[src/rtl/vimr_cfg.svh]
`ifndef VIMR_CFG_SVH
`define VIMR_CFG_SVH

// ******************************
// Register file addresses
// ******************************
`define VIMR_ADDR_REQ        8'hfa
`define VIMR_ADDR_MASK       8'hfb

// ******************************
// Field positions and resets
// ******************************
`define VIMR_NUM_SRC         6
`define VIMR_GLOBAL_BIT      7
`define VIMR_MASK_RSVD_BIT   6
`define VIMR_REQ_RESET       8'h00
`define VIMR_MASK_RESET      8'h00
`define VIMR_SRC_FIELD       6'h3f
`define VIMR_VEC_BASE        8'h02

`endif

[src/rtl/vimr_pkg.sv]
package vimr_pkg;

   typedef enum logic [1:0] {
      VIMR_ST_RUN,
      VIMR_ST_SERVICE
   } vimr_state_t;

   typedef struct packed {
      logic [7:0]  req;
      logic [7:0]  mask;
      vimr_state_t phase;
   } vimr_regs_t;

endpackage

[src/rtl/vimr_sync.sv]
`timescale 1ns/10ps
`default_nettype none
module vimr_sync (
   input  wire logic ref_clk,
   input  wire logic reset,
   input  wire logic async_in,
   output logic      sync_out
);

   logic meta;

   // ******************************
   // Two-stage synchroniser
   // ******************************
   always_ff @(posedge ref_clk) begin
      if (reset) begin
         meta     <= 1'b0;
         sync_out <= 1'b0;
      end else begin
         meta     <= async_in;
         sync_out <= meta;
      end
   end

endmodule
`default_nettype wire

[src/rtl/vimr_prio.sv]
`timescale 1ns/10ps
`default_nettype none
module vimr_prio
   import vimr_pkg::*;
(
   input  wire logic [5:0] eligible,
   output logic            any,
   output logic [2:0]      index,
   output logic [5:0]      onehot
);

   // ******************************
   // Lowest index wins
   // ******************************
   always_comb begin
      any    = 1'b0;
      index  = 3'h0;
      onehot = 6'h00;
      for (int i = 5; i >= 0; i--) begin
         if (eligible[i]) begin
            any    = 1'b1;
            index  = 3'(i);
            onehot = 6'h01 << i;
         end
      end
   end

endmodule
`default_nettype wire

[src/rtl/vimr_ctrl.sv]
`timescale 1ns/10ps
`default_nettype none
`include "vimr_cfg.svh"
module vimr_ctrl
   import vimr_pkg::*;
(
   input  wire logic       ref_clk,
   input  wire logic       reset,
   input  wire logic [5:0] src_pulse,
   input  wire logic [5:0] edge_pin,
   input  wire logic       reg_wr,
   input  wire logic       reg_rd,
   input  wire logic [7:0] reg_addr,
   input  wire logic [7:0] reg_wdata,
   output logic [7:0]      reg_rdata,
   output logic            reg_hit,
   input  wire logic       global_enable_instruction,
   input  wire logic       global_disable_instruction,
   input  wire logic       return_from_interrupt_instruction,
   input  wire logic       vector_ack,
   output logic            irq_pending,
   output logic [2:0]      irq_index,
   output logic [7:0]      vector_addr,
   output logic            in_service
);

   vimr_regs_t  cur;
   vimr_regs_t  next_cur;
   logic [5:0]  pin_sync;
   logic [5:0]  pin_last;
   logic [5:0]  pin_rise;
   logic [5:0]  hw_set;
   logic [5:0]  eligible;
   logic        win_any;
   logic [2:0]  win_idx;
   logic [5:0]  win_hot;
   logic        wr_req;
   logic        wr_mask;
   logic        take;
   logic [7:0]  rdata_q;

   // ******************************
   // Pin edge sources
   // ******************************
   for (genvar g = 0; g < `VIMR_NUM_SRC; g++) begin : g_sync
      vimr_sync u_sync (
         .ref_clk  (ref_clk),
         .reset    (reset),
         .async_in (edge_pin[g]),
         .sync_out (pin_sync[g])
      );
   end

   always_ff @(posedge ref_clk) begin
      if (reset) begin
         pin_last <= 6'h00;
      end else begin
         pin_last <= pin_sync;
      end
   end

   // Pin edges only fire after sync, so metastability never reaches the flags
   assign pin_rise = pin_sync & ~pin_last;
   assign hw_set   = src_pulse | pin_rise;

   // ******************************
   // Recognition and priority
   // ******************************
   // Global bit gates everything; per-source bits stay stored
   assign eligible = cur.req[5:0] & cur.mask[5:0]
                     & {6{cur.mask[`VIMR_GLOBAL_BIT]}};

   vimr_prio u_prio (
      .eligible (eligible),
      .any      (win_any),
      .index    (win_idx),
      .onehot   (win_hot)
   );

   assign irq_pending = win_any;
   assign irq_index   = win_idx;
   assign vector_addr = `VIMR_VEC_BASE + {4'h0, win_idx, 1'b0};
   assign take        = vector_ack & win_any;
   assign in_service  = (cur.phase == VIMR_ST_SERVICE);

   assign wr_req  = reg_wr & (reg_addr == `VIMR_ADDR_REQ);
   assign wr_mask = reg_wr & (reg_addr == `VIMR_ADDR_MASK);
   assign reg_hit = (reg_wr | reg_rd)
                    & ((reg_addr == `VIMR_ADDR_REQ) | (reg_addr == `VIMR_ADDR_MASK));

   // ******************************
   // State update
   // ******************************
   always_comb begin
      next_cur = cur;
      // Acknowledge clears first so a fresh event in the same cycle is kept
      if (take) begin
         next_cur.req[5:0] = cur.req[5:0] & ~win_hot;
      end
      next_cur.req[5:0] = next_cur.req[5:0] | hw_set;
      // Write-back wins over same-cycle source pulses by design
      if (wr_req) begin
         next_cur.req = reg_wdata;
      end
      if (wr_mask) begin
         next_cur.mask = reg_wdata;
      end
      if (global_enable_instruction) begin
         next_cur.mask[`VIMR_GLOBAL_BIT] = 1'b1;
      end
      if (global_disable_instruction) begin
         next_cur.mask[`VIMR_GLOBAL_BIT] = 1'b0;
      end
      unique case (cur.phase)
         VIMR_ST_RUN: begin
            if (take) begin
               next_cur.mask[`VIMR_GLOBAL_BIT] = 1'b0;
               next_cur.phase = VIMR_ST_SERVICE;
            end
         end
         VIMR_ST_SERVICE: begin
            if (return_from_interrupt_instruction) begin
               next_cur.mask[`VIMR_GLOBAL_BIT] = 1'b1;
               next_cur.phase = VIMR_ST_RUN;
            end else if (take) begin
               next_cur.mask[`VIMR_GLOBAL_BIT] = 1'b0;
            end
         end
         default: begin
            next_cur.phase = VIMR_ST_RUN;
         end
      endcase
   end

   always_ff @(posedge ref_clk) begin
      if (reset) begin
         cur.req   <= `VIMR_REQ_RESET;
         cur.mask  <= `VIMR_MASK_RESET;
         cur.phase <= VIMR_ST_RUN;
         rdata_q   <= 8'h00;
      end else begin
         cur <= next_cur;
         if (reg_rd && reg_addr == `VIMR_ADDR_REQ) begin
            rdata_q <= cur.req;
         end else if (reg_rd && reg_addr == `VIMR_ADDR_MASK) begin
            rdata_q <= cur.mask;
         end else begin
            rdata_q <= 8'h00;
         end
      end
   end

   assign reg_rdata = rdata_q;

   // ******************************
   // Checks
   // ******************************
   AST_MASK_BLOCKS: assert property (@(posedge ref_clk) disable iff (reset)
      irq_pending |-> (cur.mask[irq_index] && cur.req[irq_index]))
      else $error("pending request not enabled");
   AST_GLOBAL_GATE: assert property (@(posedge ref_clk) disable iff (reset)
      !cur.mask[`VIMR_GLOBAL_BIT] |-> !irq_pending)
      else $error("request seen with global enable off");
   AST_DISABLE_KEEPS: assert property (@(posedge ref_clk) disable iff (reset)
      (global_disable_instruction && !wr_mask) |=> (cur.mask[5:0] == $past(cur.mask[5:0])
      && !cur.mask[`VIMR_GLOBAL_BIT]))
      else $error("disable altered source enables");
   AST_ENABLE_INSTR: assert property (@(posedge ref_clk) disable iff (reset)
      (global_enable_instruction && !global_disable_instruction && !take)
      |=> cur.mask[`VIMR_GLOBAL_BIT])
      else $error("enable instruction did not set global bit");
   AST_ENTRY_CLEARS: assert property (@(posedge ref_clk) disable iff (reset)
      (take && !global_enable_instruction && !return_from_interrupt_instruction)
      |=> !cur.mask[`VIMR_GLOBAL_BIT] && in_service)
      else $error("service entry kept global enable");
   AST_RESET_ZERO: assert property (@(posedge ref_clk)
      $past(reset) |-> (cur.req == 8'h00 && cur.mask == 8'h00))
      else $error("registers not zero after reset");
   AST_HW_SET: assert property (@(posedge ref_clk) disable iff (reset)
      (src_pulse[2] && !wr_req) |=> cur.req[2])
      else $error("source pulse did not set flag");
   AST_WRITE_WINS: assert property (@(posedge ref_clk) disable iff (reset)
      wr_req |=> cur.req == $past(reg_wdata))
      else $error("write-back did not win");
   AST_PRIORITY: assert property (@(posedge ref_clk) disable iff (reset)
      irq_pending |-> ((eligible & ((6'h01 << irq_index) - 6'h01)) == 6'h00))
      else $error("higher priority request skipped");
   AST_ACK_CLEARS: assert property (@(posedge ref_clk) disable iff (reset)
      (take && !wr_req && !hw_set[win_idx]) |=> !cur.req[$past(win_idx)])
      else $error("acknowledge did not clear request");

   // ******************************
   // Further checks
   // ******************************
   AST_RDATA_IDLE: assert property (@(posedge ref_clk) disable iff (reset)
      !reg_rd |=> reg_rdata == 8'h00)
      else $error("read data not idle");

   AST_READ_REQ: assert property (@(posedge ref_clk) disable iff (reset)
      (reg_rd && reg_addr == `VIMR_ADDR_REQ) |=> reg_rdata == $past(cur.req))
      else $error("request read mismatch");

   AST_READ_MASK: assert property (@(posedge ref_clk) disable iff (reset)
      (reg_rd && reg_addr == `VIMR_ADDR_MASK) |=> reg_rdata == $past(cur.mask))
      else $error("mask read mismatch");

   AST_RETURN_SETS: assert property (@(posedge ref_clk) disable iff (reset)
      (in_service && return_from_interrupt_instruction)
      |=> (cur.mask[`VIMR_GLOBAL_BIT] && !in_service))
      else $error("return did not restore global enable");

   AST_DISABLE_INSTR: assert property (@(posedge ref_clk) disable iff (reset)
      (global_disable_instruction && !(in_service && return_from_interrupt_instruction))
      |=> !cur.mask[`VIMR_GLOBAL_BIT])
      else $error("disable instruction did not clear global bit");

   AST_MASK_WRITE: assert property (@(posedge ref_clk) disable iff (reset)
      (wr_mask && !global_enable_instruction && !global_disable_instruction
      && !take && !return_from_interrupt_instruction) |=> cur.mask == $past(reg_wdata))
      else $error("mask write lost");

   AST_PIN_SET: assert property (@(posedge ref_clk) disable iff (reset)
      (pin_rise[3] && !wr_req) |=> cur.req[3])
      else $error("pin edge did not set flag");

   AST_IDLE_NO_REQ: assert property (@(posedge ref_clk) disable iff (reset)
      (cur.req[5:0] == 6'h00) |-> !irq_pending)
      else $error("pending without any flag");

   AST_ONE_WINNER: assert property (@(posedge ref_clk) disable iff (reset)
      irq_pending |-> ($onehot(win_hot) && eligible[irq_index]))
      else $error("winner not a single eligible request");

   COV_VECTOR: cover property (@(posedge ref_clk) disable iff (reset) take);
   COV_RETURN: cover property (@(posedge ref_clk) disable iff (reset)
      in_service && return_from_interrupt_instruction);
   COV_SWI: cover property (@(posedge ref_clk) disable iff (reset) wr_req ##1 irq_pending);
   COV_LOST: cover property (@(posedge ref_clk) disable iff (reset) wr_req && |src_pulse);

endmodule
`default_nettype wire

[config.mk]
export PLATFORM = sky130hd
export DESIGN_NAME = vimr_ctrl
export DESIGN_NICKNAME = d
export VERILOG_FILES = /design/src/rtl/vimr_pkg.sv /design/src/rtl/vimr_sync.sv /design/src/rtl/vimr_prio.sv /design/src/rtl/vimr_ctrl.sv
export VERILOG_INCLUDE_DIRS = /design/src /design/src/rtl
export SDC_FILE = /design/constraint.sdc
export NUM_CORES = 1
export LEC_CHECK = 0
export BUFFER_PORTS_ARGS = -buffer_cell sky130_fd_sc_hd__buf_2
export CAP_MARGIN = 10
export CORE_ASPECT_RATIO = 1.1
export CORE_MARGIN = 10
export CORE_UTILIZATION = 45
export CTS_CLUSTER_SIZE = 24
export DETAILED_ROUTE_END_ITERATION = 7
export HOLD_SLACK_MARGIN = 0.05
export PLACE_DENSITY = 0.75
export SLEW_MARGIN = 30
export SYNTH_ARGS = -nofsm -noshare
export SYNTH_HDL_FRONTEND = slang
export SYNTH_HIERARCHICAL = 1
export SYNTH_SLANG_ARGS = --single-unit
export TNS_END_PERCENT = 50
[constraint.sdc]
create_clock -name ref_clk -period 1.8 [get_ports ref_clk]
set_input_delay 0.36 -clock ref_clk [delete_from_list [all_inputs] [get_ports ref_clk]]
set_output_delay 0.36 -clock ref_clk [all_outputs]
set_load 0.005 [all_outputs]
# Word-level counts from Yosys, hierarchy flattened
# Cells that the tools add are included.
# op_classes
n_mux,31
n_addsub,1
n_bitwise,14
eq_ne,5
reduce_logical,4
# ops
cell,count
$mux W6,8
$and A6 B6 Y6,4
$mux W8,3
$mux W3,6
$eq A8 B8 Y1 const B,2
$not A6 Y6,2
$or A6 B6 Y6,2
$mux W1,10
$add A2 B4 Y5 const A,1
$and A1 B1 Y1,4
$mux W2,2
$ne A2 B2 Y1 const B,2
$pmux W2 S2,1
$eq A2 B1 Y1 const B,1
$logic_and A1 B1 Y1,2
$logic_not A2 Y1,1
$or A1 B1 Y1,2
$pmux W1 S2,1
$reduce_and A2 Y1,1
# word_totals
register_bits,44
elab_cells,74

# Depth between registers and ports, before layout
# logic_depth
word_depth,13
ltp_mapped,7
mapped_depth_nobuf,6

# Cells and area by module
# Netlist, hierarchy kept.
# modules_own_cells
module,area_per_inst_um2,instances,cells_per_inst
vimr_ctrl,1428.9,1,156
vimr_sync,52.6,6,4
vimr_prio,93.8,1,17

# Least setup slack after synthesis
# No wires, ideal clock.
# synth_path
kind,reg-to-output
from,reg cur[9] (netlist bit)
to,out vector_addr[3]
t_required_ns,1.440
path_slack_ns,-0.122
arrival_time_ns,1.562
path_stages_with_launch,6
path_buffers,0
path_cell_list,dfxtp_1 -> and3_1 -> inv_1 -> a221oi_1 -> ha_1 -> xor2_1
# synth_rtl
item,line_no,rtl
from (decl),vimr_ctrl.sv:27,vimr_regs_t cur;
from (signal assigned),vimr_ctrl.sv:142,cur <= next_cur;
$and A6 B6 Y6,vimr_ctrl.sv:70,assign eligible = cur.req[5:0] & cur.mask[5:0]
named net eligible[1],vimr_ctrl.sv:33,logic [5:0] eligible;
$mux W3 (2 in series),vimr_prio.sv:20,if (eligible[i]) begin
named net irq_index[0],vimr_ctrl.sv:22,"output logic [2:0] irq_index,"
$add A2 B4 Y5 (no source line),--,
to (decl),vimr_ctrl.sv:23,"output logic [7:0] vector_addr,"
# The timed path passes the listed nets, and every way through them passes these cells.

# Final worst setup path
# layout_path
from,reg cur[9] (netlist bit)
to,out vector_addr[3]
# layout_rtl
item,line_no
$and A6 B6 Y6,vimr_ctrl.sv:70
named net eligible[2],vimr_ctrl.sv:33
$mux W3 (3 in series),vimr_prio.sv:20
$add A2 B4 Y5 (no source line),--
# The timed path passes the listed nets, and every way through them passes these cells.

==> impl_metrics.tcl <==
set metrics [dict create \
    status "finished with violations" \
    violations "setup timing" \
    timing.final.ws_setup_ns -0.380 \
    p_per_area_nw_per_um2 706 \
    cts_hold_buf 0 \
    ys_ff_latch 43 \
    finalSetupViolations 12 \
    grt_util_all_layers_pct 14.3 \
    rsz0062_at_grt "yes" \
    die_height_microns 87.0 \
    ir_worst_vdd_mv 0.447 \
    die_area_sq_um 7040 \
    first_iter_violations 70 \
    areaGrowthSynthToFinish_pct 44.9 \
    max_freq_mhz 459 \
    firstDrtPassIters 4 \
    power_frac_seq_pct 52.7 \
    hold_violations 0 \
    p_leak_nw 1.17 \
    start_util_pct 46.4 \
    syn_area_sq_um 1840 \
    wl_per_cell_microns 15.9 \
    setup.worst_path.start_class "flop" \
    ant_nets 0 \
    switchingPower_mw 0.410 \
    timing.hold.ws_ns 0.270 \
    combPwrFrac_pct 9.6 \
    cts_tree "yes" \
    grt_pass1_wl_microns 8060 \
    portBuffers 53 \
    cts_inserted_buffers 5 \
    ios 58 \
    cts_root_buf "clkbuf_8" \
    viasPerCell 5.30 \
    clkTransAtPathRegs_ns 0.08 \
    stdcell_area_sq_um 2660 \
    yosysUniqueCellTypes 34 \
    internal_power_mw 1.47 \
    cp_data_required_time_ns 1.44 \
    p_sw_share_pct 21.8 \
    synth_warnings 6 \
    worstPathMaxFanout 7 \
    async_flop_share_pct 0 \
    synth-edff-count 0 \
    cts_max_level 2 \
    period_needed_ns 2.18 \
    fin_worst_skew_ns 0.0103 \
    avgSynthCellArea_sq_um 9.33 \
    finalCritPeriodShare_pct 121 \
    overflow 0 \
    grt_max_degree 37 \
    antenna_found_initial 0 \
    drive_gt1_share_pct 46.2 \
    power_frac_clock_pct 37.7 \
    wl_microns 5260 \
    post-place-ws_ns -0.155 \
    place_inst 318 \
    die_w_microns 80.9 \
    synth-main-ff-cell "dfxtp_1" \
    diodes 0 \
    hpwl_microns 3880 \
    endpoint_kind "output port" \
    stdcell_count 331 \
    final_nets 316 \
    routabilityCongestion 0.921 \
    vias 1754 \
    clk_latency_ns 0.30 \
    grt_pass1_vias 1692 \
    synth_seq_area_share_pct 46.8 \
    placed_area_sq_um 2320 \
    critPathKind "flop to output port" \
    syn-instance-count 197 \
    total_power_mw 1.88 \
    slew_violations 0 \
    cts_sinks 43 \
    core-area_sq_um 3960 \
    rows 24 \
    drc_errors 0 \
    hp-class "input pin to flop" \
    cts_buffer_depth 2 \
    cp.arrival_ns 1.82 \
    maxCapViolCount 0 \
]
-- synthesized netlist by cell type, types with 2 or more instances --
cell type  instances  area (sq um)
a21oi_1           11          55.1
a221oi_1          13           114
and3_1             7          43.8
buf_2              2          10.0
buf_4              6          45.0
clkbuf_1           7          26.3
dfxtp_1           43           861
inv_1              8          30.0
mux2i_1            9          90.1
nand2_1            2          7.51
nand2b_1           3          18.8
nand3_1            7          35.0
nand4_1           10          62.6
nor2_1            23          86.3
nor2b_1           18           113
nor3_1             2          10.0
o31ai_1            9          67.6
-- placed cells by master, fill, tap and decap left out, types with 2 or more instances in the layout --
| cell type | n |
|---|---|
| a21oi_1 | 10 |
| a221oi_2 | 11 |
| and3_1 | 2 |
| and3_4 | 5 |
| buf_2 | 52 |
| buf_4 | 30 |
| buf_6 | 6 |
| clkbuf_8 | 5 |
| conb_1 | 4 |
| dfxtp_1 | 42 |
| inv_1 | 7 |
| mux2i_1 | 9 |
| nand2_1 | 2 |
| nand2b_1 | 2 |
| nand3_1 | 3 |
| nand3_2 | 5 |
| nand4_1 | 10 |
| nor2_1 | 22 |
| nor2b_1 | 18 |
| o31ai_1 | 9 |
-- stage by stage --
| stage | utilization (%) | TNS [ns] |
|---|---|---|
| finish | 67.2 | -2.38 |
| CTS | 62.8 | -2.03 |
| global placement | 58.6 | -0.898 |
| global route | 67.2 | -3.44 |
| floorplan | - | 0 |
| detailed placement | 58.6 | -1.28 |
-- repair_timing --
action,CTS,global route
pin swaps,5,10
buffers inserted,1,5
gates resized for setup,11,26
endpoints found under the hold margin,0,0
setup endpoints to repair,15,16
-- worst paths after layout --
kind / from / to / slack [ns] / cells after the start
worst max-delay path: cur[9] / vector_addr[3] / -0.38 / 5
worst min-delay path: edge_pin[4] / g_sync[4].u_sync/meta / 0.27 / 2
worst max register to register: cur[9] / cur[9] / -0.26 / 11
worst min register to register: g_sync[0].u_sync/meta / g_sync[0].u_sync/sync_out / 0.44 / 1
-- cell type report --
class,count,area (sq um)
timing repair buffer,88,553
multi-input combinational,132,1040
clock inverter,1,30.0
clock buffer,6,72.6
sequential,43,865
fill,350,1300
inverter,9,33.8
tap,52,65.1
-- registers in the layout, summed over array words and instances, names as in the netlist --
register                flops
g_sync.u_sync/meta          6
cur                        17
g_sync.u_sync/sync_out      6
reg_rdata                   8
pin_last                    6
-- power by group through the flow --
stage / sequential (mW) / combinational (mW) / clock, mW
detailed placement: 1.01 / 0.162 / 0
finish: 0.992 / 0.180 / 0.710
CTS: 0.990 / 0.165 / 0.718
global placement: 1.01 / 0.160 / 0
global route: 0.995 / 0.199 / 0.764
floorplan: 1.01 / 0.0804 / 0
-- logic make-up after synthesis --
logic type	synth area share (%)
AOI/OAI and AO/OA	13.3
xor gates and xnor gates	0.477
adders and majority gates	0.681
buffers and inverters	6.88
DFF	46.8
muxes	5.51
other	0.204
and+or+nand+nor	26.1
-- critical path, cell delays in order (launching register included) --
cell	delay [ns]
dfxtp_4	0.37
and3_4	0.19
or4_4	0.54
nor2_4	0.12
xor2_1	0.16
buf_2	0.13
-- per-layer routing --
metal	part of all wire (%)	global-route usage, %
met1	39	16.3
met2	51	23.8
met3	7.2	4.65
met4	2.3	6.46
met5	0	0
(Power assumes the default switching activity.)
